--- src/hw/gsm_pkg.sv ---
// Constants for the upper pin status and measurement result register slice
// Function
// - Input pin: status bit shows one while the pin is asserted; read-only.
// - Output pin: pin is driven asserted whenever its status bit holds one.
// - Pins at status bits 0-3 take polarity from config register three bits 1,3,5,7.
// - Pins at status bits 4-7 take polarity from config register four bits 1,3,5,7.
// - Status bit writes take effect only for output pins; input bits ignore writes.
// - Upper pin status sits at 25h, resets to 00h, bit n is upper pin n.
// - Battery result is read-only at 26h, reset to 00h.
// - Auxiliary input eight result is read-only at 27h, reset to 00h.
// - Remote temperature one result is read-only at 28h, reset to 00h.
// - 29h holds remote temperature two or auxiliary nine, chosen by configuration.
// - 2Ah and 2Bh hold standby and main rail results, reset to 00h.
// - 2Ch-2Fh hold five volt, core, plus twelve, minus twelve results, reset 00h.
package gsm_pkg;

	// ****************************************
	// Register offsets
	// ****************************************
	localparam logic [7:0] OFS_UPPER_PIN_STATUS = 8'h25;
	localparam logic [7:0] OFS_BATTERY_VOLTAGE = 8'h26;
	localparam logic [7:0] OFS_AUX_INPUT_EIGHT = 8'h27;
	localparam logic [7:0] OFS_REMOTE_TEMP_ONE = 8'h28;
	localparam logic [7:0] OFS_REMOTE_TWO_OR_AUX_NINE = 8'h29;
	localparam logic [7:0] OFS_STANDBY_RAIL = 8'h2A;
	localparam logic [7:0] OFS_MAIN_RAIL = 8'h2B;
	localparam logic [7:0] OFS_FIVE_VOLT_RAIL = 8'h2C;
	localparam logic [7:0] OFS_CORE_SUPPLY = 8'h2D;
	localparam logic [7:0] OFS_PLUS_TWELVE_RAIL = 8'h2E;
	localparam logic [7:0] OFS_MINUS_TWELVE_RAIL = 8'h2F;

	// ****************************************
	// Reset values and geometry
	// ****************************************
	localparam logic [7:0] RST_UPPER_PIN_STATUS = 8'h00;
	localparam logic [7:0] RST_RESULT = 8'h00;
	localparam logic [7:0] RST_READ_DATA = 8'h00;
	localparam logic [7:0] UNMAPPED_READ = 8'h00;
	localparam int RESULT_COUNT = 10;
	localparam int PINS_PER_CFG = 4;
	localparam int POL_BIT_FIRST = 1;
	localparam int POL_BIT_STRIDE = 2;

	// ****************************************
	// Measurement engine channel codes
	// ****************************************
	localparam logic [3:0] CH_BATTERY = 4'h0;
	localparam logic [3:0] CH_AUX_INPUT_EIGHT = 4'h1;
	localparam logic [3:0] CH_REMOTE_TEMP_ONE = 4'h2;
	localparam logic [3:0] CH_REMOTE_TEMP_TWO = 4'h3;
	localparam logic [3:0] CH_AUX_INPUT_NINE = 4'h4;
	localparam logic [3:0] CH_STANDBY_RAIL = 4'h5;
	localparam logic [3:0] CH_MAIN_RAIL = 4'h6;
	localparam logic [3:0] CH_FIVE_VOLT_RAIL = 4'h7;
	localparam logic [3:0] CH_CORE_SUPPLY = 4'h8;
	localparam logic [3:0] CH_PLUS_TWELVE_RAIL = 4'h9;
	localparam logic [3:0] CH_MINUS_TWELVE_RAIL = 4'hA;

endpackage

--- src/hw/gsm_regs.sv ---
// Upper pin status register and read-only measurement result registers
`timescale 1ns/10ps
module gsm_regs #(
	parameter int PIN_COUNT = 8,
	parameter int DATA_WIDTH = 8
) (
	input wire logic clk_sys,
	input wire logic reset,
	input wire logic ce,
	input wire logic [7:0] reg_addr,
	input wire logic [DATA_WIDTH-1:0] reg_wdata,
	input wire logic reg_wr,
	input wire logic reg_rd,
	output logic [DATA_WIDTH-1:0] reg_rdata,
	input wire logic [PIN_COUNT-1:0] upper_pin_in,
	output logic [PIN_COUNT-1:0] upper_pin_out,
	output logic [PIN_COUNT-1:0] upper_pin_oe,
	input wire logic [PIN_COUNT-1:0] pin_is_output,
	input wire logic [7:0] pin_cfg_three,
	input wire logic [7:0] pin_cfg_four,
	input wire logic shared_is_aux_nine,
	input wire logic meas_valid,
	input wire logic [3:0] meas_chan,
	input wire logic [DATA_WIDTH-1:0] meas_value
);

	// ****************************************
	// State
	// ****************************************
	typedef struct packed {
		logic [PIN_COUNT-1:0] pin_meta;
		logic [PIN_COUNT-1:0] pin_sync;
		logic [PIN_COUNT-1:0] status;
		logic [gsm_pkg::RESULT_COUNT-1:0][DATA_WIDTH-1:0] result;
		logic [DATA_WIDTH-1:0] rdata;
		logic [PIN_COUNT-1:0] pin_out;
		logic [PIN_COUNT-1:0] pin_oe;
	} gsm_state_t;

	gsm_state_t st_ff;
	gsm_state_t nxt_st;
	logic [PIN_COUNT-1:0] pol;

	// ****************************************
	// Helpers
	// ****************************************
	// Polarity bit per pin, one means active high
	function automatic logic [PIN_COUNT-1:0] pin_polarity(input logic [7:0] cfg3, input logic [7:0] cfg4);
		logic [PIN_COUNT-1:0] p;
		p = '0;
		for (int i = 0; i < PIN_COUNT; i++) begin
			if (i < gsm_pkg::PINS_PER_CFG) begin
				p[i] = cfg3[gsm_pkg::POL_BIT_FIRST + gsm_pkg::POL_BIT_STRIDE * i];
			end else begin
				p[i] = cfg4[gsm_pkg::POL_BIT_FIRST + gsm_pkg::POL_BIT_STRIDE * (i - gsm_pkg::PINS_PER_CFG)];
			end
		end
		return p;
	endfunction

	// Engine channel to result slot; slot 4'hF means discard
	function automatic logic [3:0] chan_slot(input logic [3:0] ch, input logic aux9);
		logic [3:0] s;
		s = 4'hF;
		case (ch)
			gsm_pkg::CH_BATTERY: s = 4'h0;
			gsm_pkg::CH_AUX_INPUT_EIGHT: s = 4'h1;
			gsm_pkg::CH_REMOTE_TEMP_ONE: s = 4'h2;
			gsm_pkg::CH_REMOTE_TEMP_TWO: s = aux9 ? 4'hF : 4'h3;
			gsm_pkg::CH_AUX_INPUT_NINE: s = aux9 ? 4'h3 : 4'hF;
			gsm_pkg::CH_STANDBY_RAIL: s = 4'h4;
			gsm_pkg::CH_MAIN_RAIL: s = 4'h5;
			gsm_pkg::CH_FIVE_VOLT_RAIL: s = 4'h6;
			gsm_pkg::CH_CORE_SUPPLY: s = 4'h7;
			gsm_pkg::CH_PLUS_TWELVE_RAIL: s = 4'h8;
			gsm_pkg::CH_MINUS_TWELVE_RAIL: s = 4'h9;
			default: s = 4'hF;
		endcase
		return s;
	endfunction

	assign pol = pin_polarity(pin_cfg_three, pin_cfg_four);

	// ****************************************
	// Next state
	// ****************************************
	always_comb begin
		logic [3:0] slot;
		logic [7:0] ridx;
		slot = chan_slot(meas_chan, shared_is_aux_nine);
		ridx = reg_addr - gsm_pkg::OFS_BATTERY_VOLTAGE;
		nxt_st = st_ff;
		nxt_st.pin_meta = upper_pin_in;
		nxt_st.pin_sync = st_ff.pin_meta;
		for (int i = 0; i < PIN_COUNT; i++) begin
			if (!pin_is_output[i]) begin
				// Level, not sticky: follows the pin while it is an input
				nxt_st.status[i] = ~(st_ff.pin_sync[i] ^ pol[i]);
			end else if (reg_wr && reg_addr == gsm_pkg::OFS_UPPER_PIN_STATUS) begin
				nxt_st.status[i] = reg_wdata[i];
			end
		end
		// Host writes to result offsets fall through untouched
		if (meas_valid && slot < gsm_pkg::RESULT_COUNT) begin
			nxt_st.result[slot] = meas_value;
		end
		// Pin drive follows the status bit in the same edge it is written
		nxt_st.pin_out = ~(nxt_st.status ^ pol);
		nxt_st.pin_oe = pin_is_output;
		if (reg_rd) begin
			if (reg_addr == gsm_pkg::OFS_UPPER_PIN_STATUS) begin
				nxt_st.rdata = st_ff.status;
			end else if (reg_addr >= gsm_pkg::OFS_BATTERY_VOLTAGE && reg_addr <= gsm_pkg::OFS_MINUS_TWELVE_RAIL) begin
				nxt_st.rdata = st_ff.result[ridx[3:0]];
			end else begin
				nxt_st.rdata = gsm_pkg::UNMAPPED_READ;
			end
		end
	end

	always_ff @(posedge clk_sys or posedge reset) begin
		if (reset) begin
			st_ff.pin_meta <= '0;
			st_ff.pin_sync <= '0;
			st_ff.status <= gsm_pkg::RST_UPPER_PIN_STATUS;
			st_ff.result <= {gsm_pkg::RESULT_COUNT{gsm_pkg::RST_RESULT}};
			st_ff.rdata <= gsm_pkg::RST_READ_DATA;
			st_ff.pin_out <= '0;
			st_ff.pin_oe <= '0;
		end else if (ce) begin
			st_ff <= nxt_st;
		end
	end

	assign reg_rdata = st_ff.rdata;
	assign upper_pin_out = st_ff.pin_out;
	assign upper_pin_oe = st_ff.pin_oe;
endmodule

--- config.mk ---
export PLATFORM = sky130hd
export DESIGN_NAME = gsm_regs
export DESIGN_NICKNAME = d
export VERILOG_FILES = /design/src/hw/gsm_pkg.sv /design/src/hw/gsm_regs.sv
export SDC_FILE = /design/constraint.sdc
export NUM_CORES = 1
export LEC_CHECK = 0
export BUFFER_PORTS_ARGS = -buffer_cell sky130_fd_sc_hd__clkbuf_2
export CAP_MARGIN = 40
export CORE_ASPECT_RATIO = 1.4
export CORE_MARGIN = 1
export CORE_UTILIZATION = 57
export DETAILED_ROUTE_END_ITERATION = 16
export PLACE_DENSITY = 0.85
export SKIP_LAST_GASP = 1
export SLEW_MARGIN = 5
export SYNTH_ARGS = -nofsm -noshare
export SYNTH_HDL_FRONTEND = slang
export SYNTH_SLANG_ARGS = --single-unit
--- constraint.sdc ---
create_clock -name clk_sys -period 5.9 [get_ports clk_sys]
set_input_delay 1.18 -clock clk_sys [delete_from_list [all_inputs] [get_ports clk_sys]]
set_output_delay 1.18 -clock clk_sys [all_outputs]
set_load 0.01 [all_outputs]
==> impl_metrics.toml, run 1 <==
[setup_path]
cp_max_fo = 26
rrSetupSlack_ns = 4.30
cp-end-kind = "flip-flop"
cp.required_ns = 6.23
crit_type = "in -> reg"
critPathArrivalTime_ns = 3.44
cp-start-kind = "input port"

[yosys]
yosys.area.top_type = "dfrtp_1"
synth_top_area_frac = 0.519
ys_ff_latch = 128
syn_inst = 497
syn_area_mm2 = 0.00617
syn_avg_cell_area_um2 = 12.4
async_flop_share = 1.00
syn_nets = 565
yosysWarningCount = 0
ys_top_cells_by_area = "dfrtp_1 52%, mux2_2 20%, mux4_2 5.5%"
synth_seq_area_share = 0.519
synth_edf_count = 0
synth_ff_type = "dfrtp_1"
ys_types = 35

[clocking]
clock-sinks = 128
cts_setup_buffers = 0
cts_tree = "built"
clk_pin_slew_ns = 0.05
insertion_delay_ns = 0.41
ctsResizeCount = 0
cts_hold_buf = 0
root_buffer = "clkbuf_16"
clk_path_buf_depth = 2
numCtsBuffers = 17
cts-htree-levels = 4

[min_path]
min_path_type = "reg -> reg"

[pwr]
p_sw_frac = 0.243
vdd_drop_max_v = 0.000189
pwr-share-comb = 0.154
design_power_total_mw = 2.47
internal_power_mw = 1.87
clkPwrFrac = 0.397
power.leakage_nw = 3.28
p_seq_frac = 0.449
p_sw_uw = 599
p_per_area_mw_per_mm2 = 350

[die]
initial_core_util = 0.589
fp.dieW_um = 89.9
core-area_mm2 = 0.0105
rows = 44
io_pins = 91
die_area_mm2 = 0.0112
die_height_um = 125

[sta]
finalHoldViolCount = 0
finalSetupViolCount = 0
timing.setup.tns_ns = 0
tightest_slew_ns = 0.887
timing.hold.ws_ns = 0.501
slew_headroom = 0.408
post-route-min-period_ns = 3.12
fin_skew_ns = 0.00485
fmax_ghz = 0.321
slew_viol_final = 0
finalWorstSetupSlack_ns = 2.78
rsz0062_at_grt = "false"
fin_crit_sh = 0.528

[grt]
grt_start_max_net_pins = 68
grt_overflow = 0
grt_pass1_wl_mm = 20.7
grtUsageTotal = 0.239
grt_pass1_vias = 4334
antenna_found_initial = 0

[final_layout]
final_util = 0.676
final_nets = 618
final_area_mm2 = 0.00707
fillers = 740
drive_above_1_share = 0.432
diodes = 0
instances_no_fill = 698
syn2layout_area_growth_pct = 14.6

[routing]
drtIter0Drc = 179
drt-total-wl_mm = 12.6
viasPerCell = 5.74
wl_per_cell_um = 18.0
met3_length_um = 454
drt_first_pass_iters = 6
via_count = 4007
drc = 0
detail-route-antenna-nets = 0
wl_met1_mm = 5.05
dr_wl_met2_mm = 6.78
highest_layer = "met4"

[place]
hpwl_mm = 8.53
dp.cells = 669
gp_congestion = 0.763
place_area_mm2 = 0.00652
io_buffers = 82
pre_cts_ws_ns = 2.36

[run_status]
status = "complete, no violations"

[flow_run]
cap_violations = 0
Yosys cell counts, drive strengths merged (2+ instances only):
master    n
buf      37
a211o     7
a31oi     8
clkbuf   16
xor2      9
mux2i    17
nor2     49
nor3     11
nand2    30
dfrtp   128
and3      4
mux4     15
nand3     3
mux2    111
nand2b    6
o211ai    2
o21ai     4
a21oi    24
inv       2
nand4b    2
state kept, by name, indices dropped and copies added (netlist names):
| signal | count |
|---|---|
| nxt_st | 8 |
| reg_rdata | 8 |
| st_ff | 96 |
| upper_pin_out | 8 |
| upper_pin_oe | 8 |
power by group through the flow:
stage | clock [mW] | sequential (mW) | combinational [mW]
after CTS | 0.995 | 1.11 | 0.386
after global routing | 1.04 | 1.13 | 0.418
after floorplan | 0 | 1.09 | 0.311
after global placement | 0 | 1.11 | 0.358
after detailed placement | 0 | 1.12 | 0.382
final | 0.981 | 1.11 | 0.381
cells by family (layout without fill, tap and decap cells):
| group | count (synthesis) | count (layout) | share of synthesized area |
|---|---|---|---|
| DFF | 128 | 128 | 0.519 |
| xor gates and xnor gates | 10 | 10 | 0.0142 |
| and+or+nand+nor | 111 | 111 | 0.0820 |
| AOI/OAI and AO/OA | 49 | 49 | 0.0485 |
| muxes | 143 | 143 | 0.285 |
| adders and majority gates | 1 | 1 | 0.00203 |
| buffers and inverters | 55 | 118 | 0.0487 |
path summary, 6_finish.rpt:
path / start / to / depth (start not counted)
setup reg to reg: st_ff[35] / reg_rdata[3] / 4
max in group asynchronous: reset / st_ff[88] / 4
hold / removal: nxt_st[117] / nxt_st[117] / 1
setup / recovery: reg_addr[0] / upper_pin_out[3] / 6
min in group asynchronous: reset / st_ff[66] / 2
hold reg to reg: nxt_st[117] / nxt_st[117] / 1
cell type report:
type / count / area [um2] / area share
repair buffers: 87 / 468 / 0.0662
flip-flops and latches: 128 / 3200 / 0.453
multi-input cells: 314 / 2660 / 0.377
clock inverters: 8 / 90.1 / 0.0127
clock buffers: 21 / 460 / 0.0652
inverters: 2 / 10.0 / 0.00142
well taps: 138 / 173 / 0.0244
critical path: stages:
cell and delay, ns:
clkbuf_2 0.66, nand4bb_1 0.36, nor3_4 0.53, mux2i_1 0.21, a211o_1 0.30, a31oi_1 0.18
placed cells by master, fill, tap and decap left out, types with 2 or more instances in the layout:
cell       count
buf_4          4
a21oi_1       24
mux2i_1       17
clkbuf_16     17
mux4_2        15
and3_1         4
clkinv_2       6
dfrtp_1      128
a211o_1        7
xor2_1         9
clkbuf_1       2
nand2b_1       6
a31oi_1        8
clkbuf_8       2
o211ai_1       2
nor2_1        49
nand4b_1       2
mux2_2       111
nand3_1        3
nand2_1       30
o21ai_0        4
clkbuf_2      82
nor3_1        10
bufinv_16      2
per-layer routing:
metal	global-route usage	vias to the layer above
met4	0.102	0
met5	0	-
met1	0.270	2019
met2	0.427	100
met3	0.0614	32
li1	-	1856
No activity file was read; power rests on OpenSTA's default activity.
==> run 2: changes to the inputs <==
clock period = 2.99 ns   (was 5.9 ns; I/O delays follow)
==> run 2 against run 1 <==
Critical path depth unchanged. Hold slack worse by 0.17 ns. Setup slack worse by 2.0 ns. Highest routed layer unchanged. Power up 96%. Die area unchanged. Global-route usage up 2.5 points. Via count up 4.6%. Sequential power up 98%. Clock-buffer cell count up 2. Cell count up 1.4%. Critical path type unchanged. Routed wire length up 10%.
==> impl_metrics.toml, run 2 (synthesis gave the netlist of run 1 again) <==
[die]
initial_core_util = 0.589
die_area_mm2 = 0.0112
core-area_mm2 = 0.0105
fp.dieW_um = 89.9
io_pins = 91
die_height_um = 125
rows = 44

[clocking]
numCtsBuffers = 17
clk_pin_slew_ns = 0.06
root_buffer = "clkbuf_16"
cts_setup_buffers = 0
ctsResizeCount = 0
cts_tree = "built"
insertion_delay_ns = 0.42
clock-sinks = 128
clk_path_buf_depth = 2
cts_hold_buf = 0
cts-htree-levels = 4

[min_path]
min_path_type = "in -> async"

[setup_path]
cp-end-kind = "flip-flop"
critPathArrivalTime_ns = 2.59
cp.buffers_inverters = 1
path_delay_family = "simple AND/OR/NAND/NOR gates"
cp-start-kind = "input port"
cp.required_ns = 3.33
worst_path_max_delay_cell = "or4b_1"
crit_path_max_incr_delay_ns = 0.65
cp_max_fo = 7
crit_chain = "clkbuf_2, or4b_1, nor3_4, mux2i_1, a211o_1, a31oi_1"
crit_type = "in -> reg"

[sta]
slew_viol_final = 0
finalHoldViolCount = 0
fmax_ghz = 0.445
fin_skew_ns = 0.0100
post-route-min-period_ns = 2.25
fin_crit_sh = 0.752
rsz0062_at_grt = "false"
slew_headroom = 0.428
tightest_slew_ns = 0.856
timing.setup.tns_ns = 0
finalSetupViolCount = 0

[final_layout]
mostFrequentLayoutCells = "128 x dfrtp_1, 111 x mux2_2, 82 x clkbuf_2"
fillers = 737
syn2layout_area_growth_pct = 15.5
instances_no_fill = 708
layout_commonest_cell = "dfrtp_1"
largest_reg_flops = 96
final_area_mm2 = 0.00712
final_util = 0.681
drive_above_1_share = 0.439
diodes = 0
final_nets = 627
largest-register = "st_ff"

[pwr]
vdd_drop_max_v = 0.000368
pwr-share-comb = 0.159
p_seq_frac = 0.454
design_power_total_mw = 4.84
p_per_area_mw_per_mm2 = 680
internal_power_mw = 3.62
power.leakage_nw = 3.30
clkPwrFrac = 0.387
p_sw_frac = 0.252
p_sw_mw = 1.22

[flow_run]
cap_violations = 0

[run_status]
status = "complete, no violations"

[grt]
grt_pass1_vias = 4576
grtUsageTotal = 0.264
grt_pass1_wl_mm = 22.9
grt_start_max_net_pins = 65
grt_overflow = 0
antenna_found_initial = 0

[routing]
wl_per_cell_um = 19.6
detail-route-antenna-nets = 0
drtIter0Drc = 245
drc = 0
drt-total-wl_mm = 13.9
viasPerCell = 5.92
via_count = 4193
drt_first_pass_iters = 4

[place]
place_area_mm2 = 0.00659
io_buffers = 82
hpwl_mm = 9.11
dp.cells = 678
gp_congestion = 0.777
run 2: cell types whose count changed in the layout (fill, tap and decap cells not counted), sizes merged:
| cell | change |
|---|---|
| inv | -1 |
| clkinv | -1 |
| clkinvlp | +2 |
| buf | +9 |
| bufinv | -1 |
| clkbuf | +2 |
run 2: worst paths after layout:
check,startpoint,slack (ns),depth (start not counted),endpoint
min in group clk_sys,upper_pin_in[4],0.41,2,nxt_st[116]
max in group asynchronous,reset,1.86,3,st_ff[76]
worst min register to register,st_ff[32],0.50,1,st_ff[32]
worst max register to register,st_ff[35],1.37,4,reg_rdata[3]
worst max-delay path,reg_addr[4],0.74,6,upper_pin_out[0]
worst min-delay path,reset,0.33,2,st_ff[42]
run 2: layout make-up:
type                    instances  area, um2  share of cell area
inverters                       2       11.3             0.00158
multi-input cells             314       2660               0.374
clock inverters                 7       62.6             0.00879
repair buffers                 96        541              0.0759
flip-flops and latches        128       3200               0.450
clock buffers                  23        468              0.0657
well taps                     138        173              0.0242
run 2: power groups by stage:
stage | Combinational (mW) | Clock, mW | Sequential, mW
4_1_cts | 0.775 | 1.89 | 2.19
6_report | 0.769 | 1.87 | 2.20
5_1_grt | 0.839 | 1.97 | 2.23
2_1_floorplan | 0.614 | 0 | 2.16
3_5_place_dp | 0.760 | 0 | 2.22
3_3_place_gp | 0.721 | 0 | 2.18
run 2: layer usage:
metal / wire length (um) / track usage / part of all wire / up-vias
met1: 5350 / 0.299 / 0.39 / 2156
li1: - / - / - / 1873
met5: 0 / 0 / 0 / -
met4: 312 / 0.0996 / 0.023 / 0
met2: 7610 / 0.481 / 0.55 / 139
met3: 587 / 0.0633 / 0.042 / 25
run 2: stage by stage:
stage	setup slack, ns	hold slack [ns]
2_1_floorplan	0.618	0.460
5_1_grt	0.688	0.392
3_3_place_gp	0.411	0.473
6_report	0.742	0.333
3_5_place_dp	0.327	0.480
4_1_cts	0.731	0.355
==> run 3: changes to the inputs <==
ABC_AREA = 1   (was default)
CORE_UTILIZATION = 52   (was 57)
PLACE_DENSITY = 0.81   (was 0.85)
clock period = 1.8 ns   (was 2.99 ns; I/O delays follow)
==> run 3 against run 2 <==
Routed wire length increased by 27%. Highest routed layer unchanged. Largest cell class unchanged. Cell area is 11% higher. Clock skew decreased by 0.0044 ns.
==> impl_metrics.toml, run 3 <==
[run_status]
status = "complete, no violations"

[die]
rows = 48
die_area_mm2 = 0.0132
fp.dieW_um = 97.5
io_pins = 91
die_height_um = 136
core-area_mm2 = 0.0124
initial_core_util = 0.536

[routing]
via_count = 6340
drt_first_pass_iters = 5
wl_per_cell_um = 15.1
drc = 0
detail-route-antenna-nets = 0
viasPerCell = 5.45
drtIter0Drc = 426
drt-total-wl_mm = 17.5

[sta]
fin_crit_sh = 0.802
fin_skew_ns = 0.00565
slew_viol_final = 0
finalWorstSetupSlack_ns = 0.356
rsz0062_at_grt = "false"
post-route-min-period_ns = 1.44
slew_headroom = 0.651
timing.setup.tns_ns = 0
finalHoldViolCount = 0
fmax_ghz = 0.693
finalSetupViolCount = 0
tightest_slew_ns = 0.524

[setup_path]
cp-start-kind = "input port"
crit_type = "in -> reg"
critPathArrivalTime_ns = 1.79
cp_max_fo = 41
rrSetupSlack_ns = 0.62
cp.required_ns = 2.15
cp-end-kind = "flip-flop"

[clocking]
root_buffer = "clkbuf_16"
cts_tree = "built"
cts_hold_buf = 0
cts_setup_buffers = 0
clk_path_buf_depth = 2
clock-sinks = 128
clk_pin_slew_ns = 0.06
cts-htree-levels = 4
numCtsBuffers = 17
ctsResizeCount = 0
insertion_delay_ns = 0.41

[min_path]
min_path_type = "in -> async"

[final_layout]
largest-register = "st_ff"
drive_above_1_share = 0.175
layout_commonest_cell = "nand2_1"
final_util = 0.641
largest_reg_flops = 96
mostFrequentLayoutCells = "341 x nand2_1, 165 x nand3_1, 128 x dfrtp_1"
diodes = 0
final_nets = 1068
syn2layout_area_growth_pct = 19.6

[yosys]
yosys.area.top_type = "dfrtp_1"
ys_top_cells_by_area = "dfrtp_1 48%, nand2_1 19%, nand3_1 12%"
synth_top_area_frac = 0.483
yosysWarningCount = 0
synth_seq_area_share = 0.483
ys_types = 22
ys_ff_latch = 128
syn_nets = 977
synth_ff_type = "dfrtp_1"
syn_avg_cell_area_um2 = 7.30
syn_inst = 909
async_flop_share = 1.00
synth_common_cells = "341 x nand2_1, 165 x nand3_1, 128 x dfrtp_1"
synth_most_common_cell = "nand2_1"
synth_edf_count = 0
syn_area_mm2 = 0.00664

[grt]
antenna_found_initial = 0
grt_start_max_net_pins = 98
grtUsageTotal = 0.285
grt_overflow = 0
grt_pass1_wl_mm = 29.6
grt_pass1_vias = 6266

[place]
io_buffers = 82
pre_cts_ws_ns = -0.0540
gp_congestion = 0.934
hpwl_mm = 11.9

[pwr]
vdd_drop_max_v = 0.000514
p_per_area_mw_per_mm2 = 1040
power.leakage_nw = 4.33

[flow_run]
cap_violations = 0
-- run 3: cell types whose count changed in the layout (fill, tap and decap cells not counted), moves of 37 or more --
cell	previous run	this run
nand2_1	30	341
inv_1	1	60
o21ai_0	4	44
buf_4	12	49
nand3_1	3	165
mux2_2	111	0
-- run 3: power by group --
part	total (mW)	leakage, nW	switching, mW	internal (mW)
logic	1.37	2.41	0.841	0.530
clock network	3.32	0.281	1.25	2.07
registers	3.56	1.64	0.243	3.32
-- run 3: routing by layer --
layer | track usage | vias to the layer above | wire [um]
met2 | 0.484 | 243 | 8780
met1 | 0.336 | 2948 | 6820
met4 | 0.181 | 0 | 931
met3 | 0.0449 | 71 | 1020
met5 | 0 | - | 0
li1 | - | 3078 | -
-- run 3: worst paths after layout --
check | depth (start not counted) | to | start
min reg2reg | 2 | upper_pin_oe[0] | upper_pin_oe[0]
max | 12 | st_ff[64] | meas_chan[1]
min in group clk_sys | 3 | nxt_st[117] | upper_pin_in[5]
max reg2reg | 6 | reg_rdata[1] | st_ff[81]
max in group asynchronous | 3 | st_ff[62] | reset
min | 3 | st_ff[59] | reset
-- run 3: worst max-delay path, cell delays in order --
cell and delay, ns:
clkbuf_2 0.11, nand2_1 0.15, inv_1 0.08, nand2_1 0.06, nand2_1 0.05, nand2_1 0.09
nand2_1 0.09, buf_4 0.16, a21oi_4 0.20, buf_12 0.23, nand3_1 0.09, nand2_1 0.10
-- run 3: logic make-up (layout without fill, tap and decap cells) --
| logic type | after synthesis | count (layout) | share of synthesized area |
|---|---|---|---|
| DFF | 128 | 128 | 0.483 |
| adders and majority gates | 1 | 1 | 0.00189 |
| buffers and inverters | 126 | 230 | 0.0866 |
| xor gates and xnor gates | 3 | 3 | 0.00396 |
| AOI/OAI and AO/OA | 86 | 86 | 0.0690 |
| muxes | 1 | 1 | 0.00151 |
| and+or+nand+nor | 564 | 564 | 0.354 |
-- run 3: final cells by class --
cell class | instances | area (um2)
repair buffers | 135 | 858
clock buffers | 23 | 498
well taps | 150 | 188
flip-flops and latches | 128 | 3200
multi-input cells | 655 | 2870
fillers | 1085 | 4440
inverters | 63 | 240
clock inverters | 9 | 81.3
-- run 3: stage by stage --
step,hold WS [ns],total power [mW],cells,area (um2)
after floorplan,0.441,4.52,909,6640
after global placement,0.439,4.90,1131,7350
after detailed placement,0.443,4.95,1131,7350
after CTS,0.00765,8.27,1163,7930
after global routing,0.0356,8.64,1163,7930
final,0.00614,8.26,1163,7930
